File: config.mk
export PLATFORM = sky130hd
export DESIGN_NAME = acc_cmd_tail
export DESIGN_NICKNAME = d
export VERILOG_FILES = /design/src/verilog/acc_pkg.sv /design/src/verilog/acc_cmd_tail.sv /design/src/verilog/acc_text.sv
export SDC_FILE = /design/constraint.sdc
export NUM_CORES = 1
export LEC_CHECK = 0
export BUFFER_PORTS_ARGS = -buffer_cell sky130_fd_sc_hd__buf_2
export CORE_MARGIN = 2
export CORE_UTILIZATION = 40
export CTS_CLUSTER_DIAMETER = 40
export DETAILED_ROUTE_END_ITERATION = 10
export GPL_TIMING_DRIVEN = 1
export PLACE_DENSITY_LB_ADDON = 0.1
export SLEW_MARGIN = 5
export SYNTH_ARGS = -nofsm -noshare
export SYNTH_HDL_FRONTEND = slang
export SYNTH_SLANG_ARGS = --single-unit
File: constraint.sdc
create_clock -name clk -period 5.8 [get_ports clk]
set_input_delay 0.58 -clock clk [delete_from_list [all_inputs] [get_ports clk]]
set_output_delay 0.58 -clock clk [all_outputs]
set_load 0.005 [all_outputs]
File: src/verilog/acc_pkg.sv
// Shared constants, types and message texts of the command tail.
// Assumes a single 100 MHz clock domain and byte-wide serial streams.
package acc_pkg;

    // Register offsets
    localparam logic [7:0] ADDR_STATUS = 8'h00;
    localparam logic [7:0] ADDR_CFG = 8'h04;
    localparam logic [7:0] ADDR_REV = 8'h08;

    // Field positions
    localparam int CFG_ADDR_LSB = 8;
    localparam int CFG_EN_BIT = 16;
    localparam int ST_EN_BIT = 4;
    localparam int ST_BUSY_BIT = 5;
    localparam int ST_PEND_LSB = 6;

    // Setting ranges and reset values
    localparam logic [3:0] IFACE_DEFAULT = 4'h0;
    localparam logic [3:0] IFACE_NOECHO = 4'h1;
    localparam logic [3:0] IFACE_MAX = 4'h9;
    localparam logic [7:0] ADDR_DEFAULT = 8'h41;
    localparam logic [7:0] ADDR_MIN = 8'h21;
    // Firmware revision; arbitrary values
    localparam logic [7:0] REV_MAJOR_RST = 8'h01;
    localparam logic [7:0] REV_MINOR_RST = 8'h00;

    // Command characters
    localparam logic [7:0] CH_ADC = 8'h64;
    localparam logic [7:0] CH_SAVE = 8'h57;
    localparam logic [7:0] CH_ENA = 8'h45;
    localparam logic [7:0] CH_IFACE = 8'h59;
    localparam logic [7:0] CH_ADDR = 8'h5a;
    localparam logic [7:0] CH_HELP = 8'h3f;
    localparam logic [7:0] CH_CR = 8'h0d;
    localparam logic [7:0] CH_LF = 8'h0a;
    localparam logic [7:0] CH_SP = 8'h20;
    localparam logic [7:0] CH_ZERO = 8'h30;
    localparam logic [7:0] CH_NINE = 8'h39;
    localparam logic [9:0] ARG_SAT = 10'h3ff;

    typedef enum logic [3:0] {
        MSG_BANNER = 4'h0,
        MSG_ADC = 4'h1,
        MSG_WRITE = 4'h2,
        MSG_ENA = 4'h3,
        MSG_DIS = 4'h4,
        MSG_HELP = 4'h5,
        MSG_OVL = 4'h6,
        MSG_OVT = 4'h7,
        MSG_UVL = 4'h8
    } acc_msg_t;
    localparam int NUM_MSG = 9;

    typedef struct packed {
        logic storeEn;
        logic [3:0] iface;
        logic [7:0] addr;
    } acc_param_t;

    typedef struct packed {
        logic [7:0] temp;
        logic [7:0] volt;
        logic [7:0] revMaj;
        logic [7:0] revMin;
        acc_param_t prm;
    } acc_vals_t;

    // Texts; bytes 8'h11 to 8'h1d stand for value digits
    localparam int TXT_W = 384;
    localparam logic [8*9-1:0] S_BANNER = "Ctl V\034.\035\n";
    localparam logic [8*22-1:0] S_ADC = "TEMP = \021\022\023 VOLT = \024\025\026\n";
    localparam logic [8*9-1:0] S_WRITE = "Write EE\n";
    localparam logic [8*10-1:0] S_ENA = "Enable EE\n";
    localparam logic [8*11-1:0] S_DIS = "Disable EE\n";
    localparam logic [8*35-1:0] S_HELP =
        "d W E Y0-9 Z33-255 ?\nE=\033 Y=\027 Z=\030\031\032\n";
    localparam logic [8*10-1:0] S_OVL = "Overload!\n";
    localparam logic [8*17-1:0] S_OVT = "Overtemperature!\n";
    localparam logic [8*14-1:0] S_UVL = "Undervoltage!\n";
    localparam logic [5:0] L_BANNER = 6'h09;
    localparam logic [5:0] L_ADC = 6'h16;
    localparam logic [5:0] L_WRITE = 6'h09;
    localparam logic [5:0] L_ENA = 6'h0a;
    localparam logic [5:0] L_DIS = 6'h0b;
    localparam logic [5:0] L_HELP = 6'h23;
    localparam logic [5:0] L_OVL = 6'h0a;
    localparam logic [5:0] L_OVT = 6'h11;
    localparam logic [5:0] L_UVL = 6'h0e;

endpackage

File: src/verilog/acc_cmd_tail.sv
// Configuration and housekeeping part of an ASCII command interpreter.
// Assumes byte streams from a UART on clk and a nonvolatile store whose
// read data is stable from reset onward.
//
// Overview of operation
// - Command d replies with temperature and supply voltage readings.
// - Command W copies all parameters to storage, then confirms.
// - After reset, load stored parameters if enabled, else factory defaults.
// - Command E toggles use of stored values and names the new state.
// - Command Y takes 0..9: echo, no echo, or RS485 with delay.
// - Command Z takes 33..255 as address letter; host must save it.
// - Command ? lists commands, ranges and current setting values.
// - With RS232 active, a revision banner is sent after reset.
// - Distinct messages for overcurrent, overtemperature, undervoltage.
`timescale 1ns/1ns
module acc_cmd_tail (
    input wire logic clk,
    input wire logic resetn,
    input wire logic [7:0] rxData,
    input wire logic rxValid,
    output logic rxReady,
    output logic [7:0] txData,
    output logic txValid,
    input wire logic txReady,
    input wire logic [7:0] tempAdc,
    input wire logic [7:0] voltAdc,
    input wire logic overCurrent,
    input wire logic overTemp,
    input wire logic underVolt,
    input wire acc_pkg::acc_param_t nvRdData,
    output acc_pkg::acc_param_t nvWrData,
    output logic nvWrite,
    output logic nvFlagWrite,
    output acc_pkg::acc_param_t linkCfg,
    input wire logic [7:0] regAddr,
    input wire logic [31:0] regWrData,
    input wire logic regWr,
    input wire logic regRd,
    output logic [31:0] regRdData
);

    typedef enum logic [1:0] {
        ST_LOAD = 2'b00,
        ST_BOOT = 2'b01,
        ST_RUN = 2'b10
    } acc_state_t;

    acc_state_t state_q;
    acc_pkg::acc_param_t prm_q;
    acc_pkg::acc_param_t nvWrData_q;
    acc_pkg::acc_vals_t vals;
    acc_pkg::acc_msg_t msg_q;
    logic [15:0] rev_q;
    logic [acc_pkg::NUM_MSG-1:0] pend_q;
    logic [acc_pkg::NUM_MSG-1:0] pendSet;
    logic [acc_pkg::NUM_MSG-1:0] pendClr;
    logic [5:0] idx_q;
    logic active_q;
    logic txValid_q;
    logic [7:0] txData_q;
    logic echoPend_q;
    logic [7:0] echoByte_q;
    logic rxReady_q;
    logic nvWrite_q;
    logic nvFlagWrite_q;
    logic [31:0] regRdData_q;
    logic argOn_q;
    logic argHas_q;
    logic [7:0] argCmd_q;
    logic [9:0] argVal_q;
    logic [2:0] errMeta_q, errSync_q, errPrev_q;
    logic [2:0] errRise;
    logic [7:0] txCh;
    logic txLast;
    logic txFree;
    logic startMsg;
    logic echoSend;
    logic rxTake;
    logic isDigit;
    logic endArg;
    logic newCmd;
    logic argOk;
    logic cmdSave;
    logic cmdToggle;
    logic ifaceWr;
    logic addrWr;
    logic [3:0] pendSel;
    logic [13:0] argNext;

    // Lowest pending message index
    function automatic logic [3:0] firstSet(
        input logic [acc_pkg::NUM_MSG-1:0] v
    );
        logic [3:0] r;
        r = 4'h0;
        for (int i = acc_pkg::NUM_MSG - 1; i >= 0; i--)
        begin
            if (v[i])
            begin
                r = 4'(i);
            end
        end
        return r;
    endfunction

    assign vals = '{temp: tempAdc, volt: voltAdc, revMaj: rev_q[15:8],
                    revMin: rev_q[7:0], prm: prm_q};

    acc_text u_text (
        .msgId(msg_q),
        .idx(idx_q),
        .vals(vals),
        .ch(txCh),
        .last(txLast)
    );

    // Command parsing
    assign rxTake = rxValid && rxReady_q;
    assign isDigit = rxData >= acc_pkg::CH_ZERO && rxData <= acc_pkg::CH_NINE;
    assign endArg = rxTake && argOn_q && !isDigit;
    assign newCmd = rxTake && !(argOn_q && isDigit);
    assign argNext = argVal_q * 14'h00a + 14'(rxData - acc_pkg::CH_ZERO);
    assign errRise = errSync_q & ~errPrev_q;

    always_comb
    begin
        argOk = 1'b0;
        if (argCmd_q == acc_pkg::CH_IFACE)
        begin
            argOk = argVal_q <= 10'(acc_pkg::IFACE_MAX);
        end
        else
        begin
            argOk = argVal_q >= 10'(acc_pkg::ADDR_MIN) &&
                    argVal_q <= 10'h0ff;
        end
        argOk = argOk && argHas_q;
        ifaceWr = endArg && argOk && argCmd_q == acc_pkg::CH_IFACE;
        addrWr = endArg && argOk && argCmd_q == acc_pkg::CH_ADDR;
        cmdSave = newCmd && rxData == acc_pkg::CH_SAVE;
        cmdToggle = newCmd && rxData == acc_pkg::CH_ENA;
    end

    always_comb
    begin
        pendSet = '0;
        pendSet[acc_pkg::MSG_ADC] = newCmd && rxData == acc_pkg::CH_ADC;
        pendSet[acc_pkg::MSG_WRITE] = cmdSave;
        pendSet[acc_pkg::MSG_ENA] = cmdToggle && !prm_q.storeEn;
        pendSet[acc_pkg::MSG_DIS] = cmdToggle && prm_q.storeEn;
        pendSet[acc_pkg::MSG_HELP] = newCmd && rxData == acc_pkg::CH_HELP;
        pendSet[acc_pkg::MSG_OVL] = errRise[0];
        pendSet[acc_pkg::MSG_OVT] = errRise[1];
        pendSet[acc_pkg::MSG_UVL] = errRise[2];
        pendSet[acc_pkg::MSG_BANNER] = state_q == ST_BOOT &&
            prm_q.iface <= acc_pkg::IFACE_NOECHO;
    end

    always_ff @(posedge clk)
    begin
        if (!resetn)
        begin
            argOn_q <= 1'b0;
            argHas_q <= 1'b0;
            argCmd_q <= 8'h00;
            argVal_q <= 10'h000;
        end
        else if (rxTake)
        begin
            if (argOn_q && isDigit)
            begin
                argHas_q <= 1'b1;
                argVal_q <= argNext > 14'(acc_pkg::ARG_SAT) ?
                    acc_pkg::ARG_SAT : argNext[9:0];
            end
            else
            begin
                argOn_q <= rxData == acc_pkg::CH_IFACE ||
                           rxData == acc_pkg::CH_ADDR;
                argCmd_q <= rxData;
                argHas_q <= 1'b0;
                argVal_q <= 10'h000;
            end
        end
    end

    // Boot sequence and settings
    always_ff @(posedge clk)
    begin
        if (!resetn)
        begin
            state_q <= ST_LOAD;
        end
        else
        begin
            unique case (state_q)
                ST_LOAD: state_q <= ST_BOOT;
                ST_BOOT: state_q <= ST_RUN;
                ST_RUN: state_q <= ST_RUN;
                default: state_q <= ST_LOAD;
            endcase
        end
    end

    always_ff @(posedge clk)
    begin
        if (!resetn)
        begin
            prm_q <= '{1'b0, acc_pkg::IFACE_DEFAULT, acc_pkg::ADDR_DEFAULT};
            rev_q <= {acc_pkg::REV_MAJOR_RST, acc_pkg::REV_MINOR_RST};
        end
        else if (state_q == ST_LOAD)
        begin
            prm_q.storeEn <= nvRdData.storeEn;
            if (nvRdData.storeEn)
            begin
                prm_q <= nvRdData;
            end
        end
        else if (regWr && regAddr == acc_pkg::ADDR_CFG)
        begin
            if (regWrData[3:0] <= acc_pkg::IFACE_MAX)
            begin
                prm_q.iface <= regWrData[3:0];
            end
            if (regWrData[acc_pkg::CFG_ADDR_LSB +: 8] >= acc_pkg::ADDR_MIN)
            begin
                prm_q.addr <= regWrData[acc_pkg::CFG_ADDR_LSB +: 8];
            end
            prm_q.storeEn <= regWrData[acc_pkg::CFG_EN_BIT];
        end
        else if (regWr && regAddr == acc_pkg::ADDR_REV)
        begin
            rev_q <= regWrData[15:0];
        end
        else
        begin
            if (ifaceWr)
            begin
                prm_q.iface <= argVal_q[3:0];
            end
            if (addrWr)
            begin
                prm_q.addr <= argVal_q[7:0];
            end
            if (cmdToggle)
            begin
                prm_q.storeEn <= !prm_q.storeEn;
            end
        end
    end

    // Storage writes
    always_ff @(posedge clk)
    begin
        if (!resetn)
        begin
            nvWrite_q <= 1'b0;
            nvFlagWrite_q <= 1'b0;
            nvWrData_q <= '0;
        end
        else
        begin
            nvWrite_q <= cmdSave;
            nvFlagWrite_q <= cmdToggle;
            if (cmdSave)
            begin
                nvWrData_q <= prm_q;
            end
            else if (cmdToggle)
            begin
                nvWrData_q <= '{!prm_q.storeEn, prm_q.iface, prm_q.addr};
            end
        end
    end

    // Message transmit
    localparam logic [acc_pkg::NUM_MSG-1:0] NUM_ONE = 9'h001;
    assign txFree = !txValid_q || txReady;
    assign startMsg = txFree && !active_q && !echoPend_q && |pend_q;
    assign echoSend = txFree && !active_q && echoPend_q;
    assign pendSel = firstSet(pend_q);
    assign pendClr = startMsg ? NUM_ONE << pendSel : '0;

    always_ff @(posedge clk)
    begin
        if (!resetn)
        begin
            pend_q <= '0;
            errMeta_q <= 3'h0;
            errSync_q <= 3'h0;
            errPrev_q <= 3'h0;
            echoPend_q <= 1'b0;
            echoByte_q <= 8'h00;
        end
        else
        begin
            pend_q <= (pend_q & ~pendClr) | pendSet;
            errMeta_q <= {underVolt, overTemp, overCurrent};
            errSync_q <= errMeta_q;
            errPrev_q <= errSync_q;
            if (rxTake && prm_q.iface == acc_pkg::IFACE_DEFAULT)
            begin
                echoPend_q <= 1'b1;
                echoByte_q <= rxData;
            end
            else if (echoSend)
            begin
                echoPend_q <= 1'b0;
            end
        end
    end

    always_ff @(posedge clk)
    begin
        if (!resetn)
        begin
            active_q <= 1'b0;
            msg_q <= acc_pkg::MSG_BANNER;
            idx_q <= 6'h00;
            txValid_q <= 1'b0;
            txData_q <= 8'h00;
        end
        else if (txFree)
        begin
            txValid_q <= active_q || echoPend_q;
            if (active_q)
            begin
                txData_q <= txCh;
                idx_q <= idx_q + 6'h01;
                active_q <= !txLast;
            end
            else if (echoPend_q)
            begin
                txData_q <= echoByte_q;
            end
            else if (startMsg)
            begin
                active_q <= 1'b1;
                msg_q <= acc_pkg::acc_msg_t'(pendSel);
                idx_q <= 6'h00;
            end
        end
    end

    always_ff @(posedge clk)
    begin
        if (!resetn)
        begin
            rxReady_q <= 1'b0;
        end
        else
        begin
            rxReady_q <= state_q == ST_RUN && !rxTake && !active_q &&
                !startMsg && !echoPend_q && (pend_q | pendSet) == '0;
        end
    end

    // Register read port
    always_ff @(posedge clk)
    begin
        if (!resetn)
        begin
            regRdData_q <= 32'h0000_0000;
        end
        else if (regRd)
        begin
            regRdData_q <= 32'h0000_0000;
            unique case (regAddr)
                acc_pkg::ADDR_STATUS:
                begin
                    regRdData_q[3:0] <= prm_q.iface;
                    regRdData_q[acc_pkg::ST_EN_BIT] <= prm_q.storeEn;
                    regRdData_q[acc_pkg::ST_BUSY_BIT] <= active_q;
                    regRdData_q[acc_pkg::ST_PEND_LSB +: acc_pkg::NUM_MSG]
                        <= pend_q;
                end
                acc_pkg::ADDR_CFG:
                begin
                    regRdData_q[3:0] <= prm_q.iface;
                    regRdData_q[acc_pkg::CFG_ADDR_LSB +: 8] <= prm_q.addr;
                    regRdData_q[acc_pkg::CFG_EN_BIT] <= prm_q.storeEn;
                end
                acc_pkg::ADDR_REV: regRdData_q[15:0] <= rev_q;
                default: regRdData_q <= 32'h0000_0000;
            endcase
        end
    end

    assign rxReady = rxReady_q;
    assign txData = txData_q;
    assign txValid = txValid_q;
    assign nvWrData = nvWrData_q;
    assign nvWrite = nvWrite_q;
    assign nvFlagWrite = nvFlagWrite_q;
    assign linkCfg = prm_q;
    assign regRdData = regRdData_q;

endmodule // acc_cmd_tail

File: src/verilog/acc_text.sv
// Message text lookup: one character of a message with values filled in.
// Assumes the caller holds msgId and idx stable while it reads ch.
`timescale 1ns/1ns
module acc_text (
    input wire acc_pkg::acc_msg_t msgId,
    input wire logic [5:0] idx,
    input wire acc_pkg::acc_vals_t vals,
    output logic [7:0] ch,
    output logic last
);

    function automatic logic [7:0] pick(
        input logic [acc_pkg::TXT_W-1:0] s,
        input logic [5:0] len,
        input logic [5:0] pos
    );
        int bitPos;
        bitPos = (int'(len) - int'(pos) - 1) * 8;
        return s[bitPos +: 8];
    endfunction

    // Decimal digit of a byte: 2 hundreds, 1 tens, 0 ones
    function automatic logic [7:0] digit(
        input logic [7:0] v,
        input logic [1:0] sel
    );
        logic [7:0] d;
        d = 8'h00;
        unique case (sel)
            2'h2: d = v / 8'h64;
            2'h1: d = (v / 8'h0a) % 8'h0a;
            default: d = v % 8'h0a;
        endcase
        return acc_pkg::CH_ZERO + d;
    endfunction

    logic [7:0] raw;
    logic [5:0] len;

    always_comb
    begin
        raw = 8'h00;
        len = 6'h01;
        unique case (msgId)
            acc_pkg::MSG_BANNER:
            begin
                len = acc_pkg::L_BANNER;
                raw = pick(acc_pkg::TXT_W'(acc_pkg::S_BANNER), len, idx);
            end
            acc_pkg::MSG_ADC:
            begin
                len = acc_pkg::L_ADC;
                raw = pick(acc_pkg::TXT_W'(acc_pkg::S_ADC), len, idx);
            end
            acc_pkg::MSG_WRITE:
            begin
                len = acc_pkg::L_WRITE;
                raw = pick(acc_pkg::TXT_W'(acc_pkg::S_WRITE), len, idx);
            end
            acc_pkg::MSG_ENA:
            begin
                len = acc_pkg::L_ENA;
                raw = pick(acc_pkg::TXT_W'(acc_pkg::S_ENA), len, idx);
            end
            acc_pkg::MSG_DIS:
            begin
                len = acc_pkg::L_DIS;
                raw = pick(acc_pkg::TXT_W'(acc_pkg::S_DIS), len, idx);
            end
            acc_pkg::MSG_HELP:
            begin
                len = acc_pkg::L_HELP;
                raw = pick(acc_pkg::TXT_W'(acc_pkg::S_HELP), len, idx);
            end
            acc_pkg::MSG_OVL:
            begin
                len = acc_pkg::L_OVL;
                raw = pick(acc_pkg::TXT_W'(acc_pkg::S_OVL), len, idx);
            end
            acc_pkg::MSG_OVT:
            begin
                len = acc_pkg::L_OVT;
                raw = pick(acc_pkg::TXT_W'(acc_pkg::S_OVT), len, idx);
            end
            acc_pkg::MSG_UVL:
            begin
                len = acc_pkg::L_UVL;
                raw = pick(acc_pkg::TXT_W'(acc_pkg::S_UVL), len, idx);
            end
            default:
            begin
                len = 6'h01;
                raw = acc_pkg::CH_LF;
            end
        endcase
    end

    always_comb
    begin
        last = (idx == len - 6'h01);
        unique case (raw)
            8'h11: ch = digit(vals.temp, 2'h2);
            8'h12: ch = digit(vals.temp, 2'h1);
            8'h13: ch = digit(vals.temp, 2'h0);
            8'h14: ch = digit(vals.volt, 2'h2);
            8'h15: ch = digit(vals.volt, 2'h1);
            8'h16: ch = digit(vals.volt, 2'h0);
            8'h17: ch = acc_pkg::CH_ZERO + {4'h0, vals.prm.iface};
            8'h18: ch = digit(vals.prm.addr, 2'h2);
            8'h19: ch = digit(vals.prm.addr, 2'h1);
            8'h1a: ch = digit(vals.prm.addr, 2'h0);
            8'h1b: ch = acc_pkg::CH_ZERO + {7'h00, vals.prm.storeEn};
            8'h1c: ch = digit(vals.revMaj, 2'h0);
            8'h1d: ch = digit(vals.revMin, 2'h0);
            default: ch = raw;
        endcase
    end

endmodule // acc_text

Word level (Yosys, flattened, before mapping). Index checks and enable logic that the tools add are counted.

Bits in registers: 131. Input bits: 86. Output and inout bits: 70. Logic and storage cells: 264.

Add/sub/neg operators: 31. $mul: 1. Div/mod/pow operators: 14. Order comparisons: 9. Equal/unequal tests: 39. Shift-type cells: 10. Multiplexer cells: 55. Bitwise operators: 11. Reduce and logical (&&, ||, !) cells: 67.

Operators with widths (count): $shiftx A384 B32 Y8 const A (9); $sub A29 B2 Y29 const B (7); $mux W8 (15); $eq A8 B5 Y1 const B (13); $pmux W8 S13 (1); $add A6 B8 Y8 const A (11); $mux W13 (6); $pmux W8 S9 (1); $mod A8 B4 Y8 const B (8); $eq A8 B7 Y1 const B (7); $mux W4 (11); $pmux W6 S7 (1); $logic_and A1 B1 Y1 (30); $sub A4 B6 Y7 const A (4); $div A8 B4 Y8 const B (3); $div A8 B7 Y8 const B (3); $pmux W7 S3 (1); $mux W10 (2); $mux W6 (3); $or A9 B9 Y9 (2); $eq A4 B3 Y1 const B (4); $ge A8 B6 Y1 const B (2); $pmux W4 S2 (2); $add A14 B14 Y14 (1); other kinds (50) (90).

Longest topological paths before layout. Gate-level depths: netlist (run 1).

Word-level depth: 14. Mapped depth: 23. Mapped depth without buffers: 20.

Hierarchy. Synthesis (run 1) repeated with hierarchy kept, for this count alone.

Cell total of the unflattened synthesis: 2060. Area, all modules: 15009.4 um^2.

Modules (own cells, without submodules): acc_text (times used 1, cells an instance 1270, area an instance 8099.0 um^2, seq. area each 0.0 um^2); acc_cmd_tail (times used 1, cells an instance 790, area an instance 6910.4 um^2, seq. area each 2622.5 um^2).

Worst setup path before layout (run 1). Ideal clock, no wire load.

Path kind: flip-flop to flip-flop. Start point: reg idx_q[0]. End point: reg txData_q[6] (netlist: txData[6]). Setup time: 0.062 ns. Arrival: 4.557 ns. Data required time: 5.738 ns. Slack: 1.181 ns. Cell stages (with the launch flop): 21. Buffers on the path: 7. Period minus slack after synthesis: 4.619 ns. Cells stage by stage: dfxtp_1 buf_2 inv_1 clkbuf_1 clkbuf_1 ha_1 clkbuf_1 inv_1 clkbuf_1 nand2_1 a221o_1 a31o_1 a2111oi_0 and3_1 buf_2 nor2_1 buf_2 nand4_1 o2111ai_1 or4b_1 nand3_1.

Cells in the longest elaborated chain, start to end: 7. Elaborated cells between the ends (all ways): 39. Classes of those cells: add/sub: 14; eq/ne: 13; shift: 9; mux: 3.

RTL lines: start, declared (line acc_cmd_tail.sv:57) `logic [5:0] idx_q;`; start signal, assigned (line acc_cmd_tail.sv:330) `idx_q <= idx_q + 6'h01;`; $sub A4 B6 Y7, or another cell as far along (line acc_text.sv:18) `bitPos = (int'(len) - int'(pos) - 1) * 8;`; $sub A29 B2 Y29 (line acc_text.sv:18); $shiftx A384 B32 Y8 (line acc_text.sv:19) `return s[bitPos +: 8];`; $pmux W8 S9 * (line acc_text.sv:44) `unique case (msgId)`; $eq A8 B5 Y1 (line acc_text.sv:101) `unique case (raw)`; $pmux W8 S13 * (line acc_text.sv:101); $mux W8 * (line acc_cmd_tail.sv:327) `if (active_q)`; end signal, assigned (line acc_cmd_tail.sv:329) `txData_q <= txCh;`; end signal, assigned (line acc_cmd_tail.sv:335) `txData_q <= echoByte_q;`; end, declared (line acc_cmd_tail.sv:60) `logic [7:0] txData_q;`.

Mark *: on every way between the ends. The rest lies on a longest branch, timed or not. A chain may end at the register's enable or synchronous reset.

Worst setup path in the final report (run 1).
Start point: reg idx_q[2]. End point: reg txData_q[3] (netlist: txData[3]).

Same word-level chain as after synthesis.

==> results of run 1 <==
-- per-layer routing --
metal	wire length (um)	GRT usage	vias to the layer above
li1	-	-	8194
met1	26670	0.3984	8097
met2	25000	0.4324	662
met3	3556	0.03595	96
met4	1621	0.09383	0
met5	0	0	-
-- cell usage after synthesis, types with 37 or more instances --
library cell,count
inv_1,73
a31oi_1,52
nand2b_1,56
clkbuf_1,97
a21oi_1,201
nand3_1,84
nand2_1,210
o21ai_0,121
nor2_1,222
buf_2,37
mux2i_1,45
ha_1,76
dfxtp_1,131
nor3_1,50
xnor2_1,66
-- power groups by stage --
stage          sequential [mW]  combinational [mW]  clock (mW)
2_1_floorplan             1.00                1.41           0
3_3_place_gp              1.06                2.00           0
3_5_place_dp              1.06                1.99           0
4_1_cts                   1.04                2.01        1.18
5_1_grt                   1.05                2.25        1.21
6_report                  1.04                2.05        1.16
-- sequential cells by signal, summed over array words and instances, names as in the netlist --
name	cells
pend_q	9
argVal_q	10
msg_q	4
errPrev_q	3
idx_q	6
argHas_q	1
errSync_q	3
errMeta_q	3
active_q	1
rev_q	16
txData	8
nvWrData	13
linkCfg	13
echoByte_q	8
regRdData	17
rxReady	1
nvWrite	1
txValid	1
nvFlagWrite	1
argCmd_q	8
state_q	2
echoPend_q	1
argOn_q	1
-- layout make-up --
type,count,area (um2),share of cell area
inverter,75,281.5,0.01652
tap,511,639.4,0.03751
timing repair buffer,196,1171,0.06871
clock inverter,12,180.2,0.01057
multi-input combinational,1825,11700,0.6865
clock buffer,20,446.7,0.02621
sequential,131,2624,0.1539
-- per-stage QoR --
| stage | worst slack (ps) | util |
|---|---|---|
| 4_1_cts | 419.6 | 0.4514 |
| 2_1_floorplan | 1181 | - |
| 6_report | 459.0 | 0.4514 |
| 5_1_grt | 179.2 | 0.4514 |
| 3_3_place_gp | 569.4 | 0.4348 |
| 3_5_place_dp | 453.1 | 0.4348 |
-- worst max path at each step --
stage | start | end | slack (ps) | cells after the start
detailed placement | idx_q[2] | txData[3] | 450 | 18
global placement | idx_q[1] | txData[3] | 570 | 18
finish | idx_q[2] | txData[3] | 460 | 18
global route | idx_q[1] | txData[3] | 180 | 18
floorplan | idx_q[0] | txData[6] | 1180 | 20
CTS | idx_q[2] | txData[3] | 420 | 18
-- timing repair --
action / CTS / global route
setup buffers: 0 / 0
setup endpoints to repair: 0 / 1
hold endpoints to repair: 0 / 0
gates resized for setup: 0 / 1
-- kinds of logic (layout without fill, tap and decap cells) --
group / Yosys count / after routing / synth area share
simple gates: 882 / 882 / 0.2959
compound gates: 698 / 698 / 0.3014
buf+inv: 249 / 303 / 0.07120
flops: 131 / 131 / 0.1708
xor+xnor: 95 / 95 / 0.05751
fa+ha+maj: 83 / 83 / 0.06778
mux: 52 / 52 / 0.03519
other cells: 1 / 15 / 0.0002442
-- critical path: stages (launching register included) --
cell and delay, ps:
dfxtp_1 310, inv_1 270, ha_1 560, xor2_1 350
and2_0 380, xnor2_1 200, a2111oi_0 390, buf_4 220
o21ai_0 80, a2111oi_1 760, and3_1 310, buf_4 170
nor4_1 60, buf_4 150, nand3_1 90, nand4_1 110
a2111oi_0 530, buf_4 210, a31oi_1 70
==> qor.txt, run 1 <==
Outcome: finished clean
Seq pwr share: 0.245
Synth top area cells: dfxtp_1 (17%), a21oi_1 (6.5%), ha_1 (6.2%)
Antenna cells: 0
Most common cell after layout, fill and taps aside: nor2_1
RSZ-0062 raised after global routing: no
Die H: 200.0 um
H-tree levels: 4
Max-slew violation total from the final report: 0
Routed Antenna Nets: 0
Die W: 200.0 um
Tmin final: 5341 ps
Pint: 2.415 mW
Final hold slack: 363.3 ps
Most frequent cells in the layout: nor2_1 (222), nand2_1 (210), a21oi_1 (201), dfxtp_1 (130), buf_2 (125)
Synth Register Bits: 131
GP Congestion: 0.9853
Async S/R FF share, synth: 0
Layout cell share with drive strength beyond 1: 0.1253
CTS tree: done
Top Ports: 156
R2r endpoint: txData[3]
Nets: 2,410
Register-to-Register Setup Slack: 460 ps
Die area: 39,980 um2
Critical Path End Type: flop
Power consumption: 4.245 mW
Final period util: 0.9209
Wire per inst: 20.52 um
Main synth FF type: dfxtp_1
Clock slew at reported path FFs: 60 ps
GRT overflow: 0
Count of flip-flops with a built-in enable after synthesis: 0
Worst r2r path cells: 18
Clock Skew: 13.70 ps
Clock root buffer: clkbuf_16
Final setup TNS: 0 ps
Site Rows: 71
First drt pass iteration count: 6
Slew headroom: 0.2564
# fillers: 3,941
Final Cell Area: 17,040 um2
Fmax: 187.2 MHz
Vias: 17,050
Post-placement cell count: 2,738
GRT Util Overall: 0.2792
Worst-Margin Slew: 1106 ps
Worst hold path class: primary input to flop
Hold_sp: underVolt
Synthesized instance count: 2,191
Hold Buf Count CTS: 0
Max VDD drop: 0.1980 mV
Post-synth top area share: 0.1708
Leading area contributor after synthesis: dfxtp_1
Initial DRC count: 1,394
Via density: 6.155
CTS Buf Count: 17
Vias in the first global route: 15,480
Number of port buffers: 125
Worst Hold End: errMeta_q[2]
Largest net degree at the start of global routing: 69
Starting Density: 0.4068
Placeable Area: 37,760 um2
Worst-Skew Late Latency: 430 ps
Critical Path AT: 5650 ps
Final hold violations: 0
First-pass GRT wire length: 87,950 um
Layout area overhead: 10.97%
Req. time, crit path: 6110 ps
Worst R2R Start: idx_q[2]
Net switching power figure: 1.830 mW
Combinational power share: 0.482
Avg Inst Size Synth: 7.010 um2
Final wirelength: 56,840 um
DRC: 0
Setup Viol. Count Final: 0
Sequential share of the synthesized area: 0.1708
Power Density: 249.1 nW/um2
Worst-case clock buffer depth: 2
Hold path depth: 2
YS warnings: 0
Clock power share: 0.273
Sw Share: 0.4311
Crit-path max FO: 11
LEAKAGE: 6.658 nW
Cell Count, Final, Fillers Out: 2,770
Max Cap Viol: 0
Sink Count: 131
Initial antenna violation count: 0
Critical Path Start Type: flop
Setup CP Type: flop to flop
Post-DP Area: 16,420 um2
Final HPWL DP: 43,580 um
Synth cell types: 108
Area of the mapped netlist: 15,360 um2
No activity file was read; power rests on OpenSTA's default activity.
==> run 2, diff against run 1 <==
--- a/config.mk
+++ b/config.mk
@@ -5,12 +5,13 @@
 export SDC_FILE = /design/constraint.sdc
 export NUM_CORES = 1
 export LEC_CHECK = 0
+export ABC_AREA = 1
 export BUFFER_PORTS_ARGS = -buffer_cell sky130_fd_sc_hd__buf_2
 export CORE_MARGIN = 2
 export CORE_UTILIZATION = 40
 export CTS_CLUSTER_DIAMETER = 40
 export DETAILED_ROUTE_END_ITERATION = 10
-export GPL_TIMING_DRIVEN = 1
+export GPL_TIMING_DRIVEN = 0
 export PLACE_DENSITY_LB_ADDON = 0.1
 export SLEW_MARGIN = 5
 export SYNTH_ARGS = -nofsm -noshare
==> run 2 against run 1 <==
Net effect: register-to-register slack better by 270 ps; worst setup slack better by 270 ps; area after synthesis is 13% lower; maximum frequency is 5.2% higher; sequential cell count stayed put; critical path type unchanged; highest routed layer unchanged.
==> qor.txt, run 2 <==
Outcome: finished clean
Post-synth top area share: 0.1959 (+0.02515)
Most frequent cells in the layout: nand2_1 (588), inv_1 (286), nor2_1 (190), nand3_1 (189), a21oi_1 (177)
Synth top area cells: dfxtp_1 (20%), nand2_1 (16%), inv_1 (8.0%)
Hold Buf Count CTS: 0 (unchanged)
GRT overflow: 0 (unchanged)
Setup Viol. Count Final: 0 (unchanged)
Synthesized instance count: 2,267 (+3.5%)
Synth Area in XOR/XNOR: 0.03552 (-0.02200)
DRC: 0 (unchanged)
Setup CP Type: flop to flop
Vias in the first global route: 14,180 (-8.4%)
Site Rows: 66 (-7.0%)
Via density: 5.386 (-12%)
Clock root buffer: clkbuf_16
Clock Skew: 8.679 ps (-5.025 ps)
Number of port buffers: 123 (-1.6%)
Antenna cells: 0 (unchanged)
H-tree levels: 4 (unchanged)
Req. time, crit path: 6090 ps (-20 ps)
Sink Count: 131 (unchanged)
Compound-gate portion of the synthesized area: 0.1958 (-0.1056)
Initial DRC count: 1,230 (-12%)
Routed Antenna Nets: 0 (unchanged)
Largest net degree at the start of global routing: 17 (-75%)
CTS tree: done
Worst hold path class: primary input to flop
GP Congestion: 0.9651 (-2.1%)
Slew headroom: 0.2928 (+0.03642)
Fmax: 197.0 MHz (+5.2%)
Crit-path max FO: 11 (unchanged)
Synth cell types: 71 (-34%)
Most common cell after layout, fill and taps aside: nand2_1
Area of the mapped netlist: 13,390 um2 (-13%)
Post-Synth Adder-Cell Area: 0.07403 (+0.006246)
Power Density: 294.6 nW/um2 (+18%)
Count of flip-flops with a built-in enable after synthesis: 0 (unchanged)
Critical Path AT: 5360 ps (-290 ps)
Worst-case clock buffer depth: 2 (unchanged)
Postcts setup bufs: 0 (unchanged)
Starting Density: 0.4083 (+0.001534)
Critical Path End Type: flop
Post-Place Worst Slack: 364.1 ps (-88.97 ps)
Wire per inst: 16.78 um (-18%)
LEAKAGE: 7.677 nW (+15%)
Final HPWL DP: 39,300 um (-9.8%)
First-pass GRT wire length: 76,860 um (-13%)
Async S/R FF share, synth: 0 (unchanged)
Post-Synth Simple-Gate Area: 0.3784 (+0.08247)
Final period util: 0.8751 (-0.04575)
CTS Buf Count: 17 (unchanged)
Sequential share of the synthesized area: 0.1959 (+0.02515)
Worst-Margin Slew: 1059 ps (-47.22 ps)
Max reg flops: 17 (unchanged)
Most common cell in the netlist: nand2_1
Layout Utilization: 0.4653 (+0.01388)
Max Cap Viol: 0 (unchanged)
Critical Path Start Type: flop
Max-slew violation total from the final report: 0 (unchanged)
Leading area contributor after synthesis: dfxtp_1
Tmin final: 5076 ps (-265.3 ps)
Final wirelength: 48,280 um (-15%)
Layout cell share with drive strength beyond 1: 0.1240 (-0.001252)
Main synth FF type: dfxtp_1
Clock slew at reported path FFs: 60 ps (about the same)
Post-DP Area: 14,610 um2 (-11%)
First drt pass iteration count: 6 (unchanged)
Nets: 2,586 (+7.3%)
Final hold slack: 332.1 ps (-31.24 ps)
Initial antenna violation count: 0 (unchanged)
Synth Register Bits: 131 (unchanged)
Layout area overhead: 13.95%
YS warnings: 0 (unchanged)
Most frequent cells after synthesis: nand2_1 (588), inv_1 (286), nor2_1 (190), nand3_1 (189), a21oi_1 (177)
Worst-Skew Late Latency: 430 ps (about the same)
Worst setup margin: 724.4 ps (+265.3 ps)
Max VDD drop: 0.1849 mV (-6.6%)
Multiplexer share of the synthesized area: 0.001495 (-0.03370)
Die H: 186.9 um (-6.5%)
GRT Util Overall: 0.2715 (-0.007665)
Final setup TNS: 0 ps (unchanged)
Final Cell Area: 15,250 um2 (-10%)
Final hold violations: 0 (unchanged)
Die area: 34,950 um2 (-13%)
RSZ-0062 raised after global routing: no
Placeable Area: 32,780 um2 (-13%)
CTS resizes: 0 (unchanged)
Avg Inst Size Synth: 5.905 um2 (-16%)
Vias: 15,500 (-9.1%)
Top Ports: 156 (unchanged)
Die W: 186.9 um (-6.5%)
Largest family of logic cells by synthesized area: simple AND/OR/NAND/NOR gates
==> run 2: changes by cell type in the layout (fill, tap and decap cells not counted), sizes merged, moves of 35 or more <==
cell	change
a31oi	-44
o21ai	+66
nand2	+424
mux2i	-43
nand3	+114
inv	+243
clkbuf	+35
xnor2	-52
buf	-42
nand2b	-56
==> run 2: worst paths after layout <==
check	startpoint	end	slack (ps)	cells past startpoint
min reg2reg	errMeta_q[1]	errSync_q[1]	410	2
max reg2reg	idx_q[1]	txData[6]	720	24
min	overTemp	errMeta_q[1]	330	3
max	idx_q[1]	txData[6]	720	24
==> run 2: layout make-up <==
| cell class | instances | area (um2) |
|---|---|---|
| fillers | 3599 | 17530 |
| multi-input cells | 1756 | 9229 |
| flip-flops and latches | 131 | 2623 |
| inverters | 326 | 1229 |
| repair buffers | 123 | 615.6 |
| well taps | 442 | 553.0 |
| clock buffers | 19 | 442.9 |
| plain buffers | 67 | 355.3 |
| clock inverters | 13 | 207.7 |
==> run 2: through the flow <==
step                total power [mW]  std cells
floorplan                      2.705       2281
global placement               3.262       2846
detailed placement             3.279       2846
CTS                            4.483       2878
global route                   4.814       2877
finish                         4.494       2877
==> run 2: report_power, final <==
group	total [mW]	leakage (nW)	switching [mW]	internal (mW)
Sequential	1.03	1.06	0.0763	0.951
Combinational	2.27	6.31	1.56	0.704
Clock	1.20	0.305	0.426	0.773
==> run 2: kinds of logic (layout without fill, tap and decap cells) <==
group,after synthesis,after routing
xor+xnor,51,51
other cells,1,15
compound gates,466,466
buf+inv,394,548
mux,2,2
simple gates,1144,1144
fa+ha+maj,78,78
flops,131,131
==> run 2: layer usage <==
metal  wire [um]  track usage
met5           0            0
met4        1148      0.07937
met3        2841      0.02777
met2       22220       0.4541
met1       22080       0.3691
==> run 2: critical path, cell delays in order, from the launching register on <==
cell      delay, ps
dfxtp_1         640
inv_1           210
ha_1            340
or2_1           160
and2_1          160
buf_2           210
nand2_1         170
nor2_1          230
nand2_1         140
o21ai_1         230
nand2_1         130
o21ai_0         320
nor3b_1         150
nand3b_1        210
o21ai_1         150
nor3_1          640
nand2_1         130
nand4_1         160
a21oi_1          70
nand3_2         110
o21bai_2         70
nand2_1          80
nand2_1          80
nand2_1          80
a21oi_2          50
==> run 3, diff against run 2 <==
--- a/config.mk
+++ b/config.mk
@@ -6,11 +6,12 @@
 export NUM_CORES = 1
 export LEC_CHECK = 0
 export ABC_AREA = 1
-export BUFFER_PORTS_ARGS = -buffer_cell sky130_fd_sc_hd__buf_2
 export CORE_MARGIN = 2
 export CORE_UTILIZATION = 40
 export CTS_CLUSTER_DIAMETER = 40
 export DETAILED_ROUTE_END_ITERATION = 10
+export DONT_BUFFER_PORTS = 1
+export GPL_ROUTABILITY_DRIVEN = 0
 export GPL_TIMING_DRIVEN = 0
 export PLACE_DENSITY_LB_ADDON = 0.1
 export SLEW_MARGIN = 5
==> run 3 against run 2 <==
Net effect: sequential power hardly changed; worst setup slack got worse by 160 ps; die area did not move; sequential share of layout area up 0.82 points; worst hold slack worse by 81 ps; clock power fell by 10%; global-route usage fell by 0.78 points; non-clock buffer count decreased by 122; via count decreased by 2.9%; cell count shrank 4.3%; design area is 4.5% lower.
==> qor.txt, run 3 (same netlist as run 2, synthesis figures left out) <==
Outcome: finished clean
CP Launch Point: idx_q[0]
Largest net degree at the start of global routing: 17 (unchanged)
Fmax: 191.1 MHz (-3.0%)
Final setup TNS: 0 ps (unchanged)
Cell Count, Final, Fillers Out: 2,754 (-4.3%)
Nets: 2,464 (-4.7%)
Most common cell after layout, fill and taps aside: nand2_1
Clock root buffer: clkbuf_16
GRT Util Overall: 0.2638 (-0.007752)
Slew headroom: 0.2437 (-0.04913)
Clock slew at reported path FFs: 60 ps (about the same)
Worst hold path class: primary input to flop
Max reg flops: 17 (unchanged)
Final HPWL DP: 38,220 um (-2.7%)
Most frequent cells in the layout: nand2_1 (588), inv_1 (286), nor2_1 (190), nand3_1 (189), a21oi_1 (177)
Final hold violations: 0 (unchanged)
Worst-Skew Late Latency: 430 ps (about the same)
Power consumption: 4.299 mW (-4.3%)
Vias in the first global route: 13,780 (-2.8%)
CTS resizes: 0 (unchanged)
Routed Antenna Nets: 0 (unchanged)
Site Rows: 66 (unchanged)
Crit-path max FO: 10 (-1)
Layout cell share with drive strength beyond 1: 0.07443 (-0.04960)
CTS tree: done
Number of port buffers: 0 (-100%)
Die W: 186.9 um (unchanged)
Clock Skew: 8.268 ps (-0.4107 ps)
RSZ-0062 raised after global routing: no
Tmin final: 5234 ps (+158.4 ps)
# fillers: 3,557 (-1.2%)
Die area: 34,950 um2 (unchanged)
Critical Path End Type: flop
First-pass GRT wire length: 74,330 um (-3.3%)
H-tree levels: 4 (unchanged)
Vias: 15,050 (-2.9%)
CTS Buf Count: 17 (unchanged)
Final hold slack: 251.1 ps (-80.98 ps)
DRC: 0 (unchanged)
Via density: 5.464 (+1.4%)
Power Density: 295.2 nW/um2 (+0.21%)
Worst R2R Start: idx_q[0]
Top Ports: 156 (unchanged)
Placeable Area: 32,780 um2 (unchanged)
Layout area overhead: 8.777%
Crit-path slowest cell: nor3_1
Sink Count: 131 (unchanged)
Setup Viol. Count Final: 0 (unchanged)
Final period util: 0.9024 (+0.02731)
Final wirelength: 47,090 um (-2.5%)
Max Cap Viol: 0 (unchanged)
Die H: 186.9 um (unchanged)
GRT overflow: 0 (unchanged)
Setup CP Type: flop to flop
Crit-path max cell delay: 610 ps (-30 ps)
Postcts setup bufs: 0 (unchanged)
Max VDD drop: 0.2309 mV (+25%)
CP bufs+invs: 5 (+3)
LEAKAGE: 7.093 nW (-7.6%)
Cell family with most CP delay: simple AND/OR/NAND/NOR gates
Critical Path AT: 5590 ps (+230 ps)
Worst-Margin Slew: 1132 ps (+73.56 ps)
Critical Path Most Common Cell: nand2_1
Critical Path Start Type: flop
First drt pass iteration count: 6 (unchanged)
Worst-case clock buffer depth: 2 (unchanged)
Initial antenna violation count: 1 (+1)
Hold_sp: underVolt
Post-placement cell count: 2,723 (-4.3%)
Req. time, crit path: 6160 ps (+70 ps)
Starting Density: 0.4083 (unchanged)
Max-slew violation total from the final report: 0 (unchanged)
Hold Buf Count CTS: 0 (unchanged)
Initial DRC count: 1,247 (+1.4%)
Wire per inst: 17.10 um (+1.9%)
-- run 3: report_power, final --
group	internal, mW	total (mW)	switching, mW
combinational	0.669	2.19	1.52
sequential	0.952	1.04	0.0854
clock	0.680	1.08	0.396
total	2.30	4.30	2.00
-- run 3: final cells by class --
type                       instances  area (um2)  share of cell area
multi-input combinational       1756        9229              0.6338
inverter                         326        1229             0.08438
tap                              442       553.0             0.03798
antenna                            1       2.502           0.0001719
sequential                       131        2623              0.1801
clock inverter                     6       105.1            0.007218
buffer                            68       359.1             0.02466
clock buffer                      24       461.7             0.03171
-- run 3: final timing paths --
check / endpoint / depth (start not counted) / slack (ps)
worst max-delay path: txData[6] / 29 / 570
worst min-delay path: errMeta_q[2] / 2 / 250
worst max register to register: txData[6] / 29 / 570
worst min register to register: errSync_q[2] / 2 / 410
-- run 3: per-layer routing --
metal / vias to the layer above / global-route usage / wire length [um]
li1: 7515 / - / -
met1: 6875 / 0.3482 / 21120
met2: 559 / 0.4267 / 20880
met3: 98 / 0.04728 / 3424
met4: 0 / 0.1023 / 1670
met5: - / 0 / 0
-- run 3: worst register-to-register path, delay by kind of cell, from the launching register on --
family / cells / cell delay [ps]
adders and majority gates: 1 / 400
AOI/OAI and AO/OA: 4 / 510
DFF: 1 / 330
buffers and inverters: 5 / 1500
and+or+nand+nor: 19 / 2440
-- run 3: metrics by stage --
stage,util,setup WS (ps),instance area (um2)
after floorplan,-,1929,13440
after global placement,0.4268,644.8,13990
after detailed placement,0.4268,654.2,13990
after CTS,0.4441,630.2,14560
after global routing,0.4442,29.92,14560
final,0.4442,566.0,14560
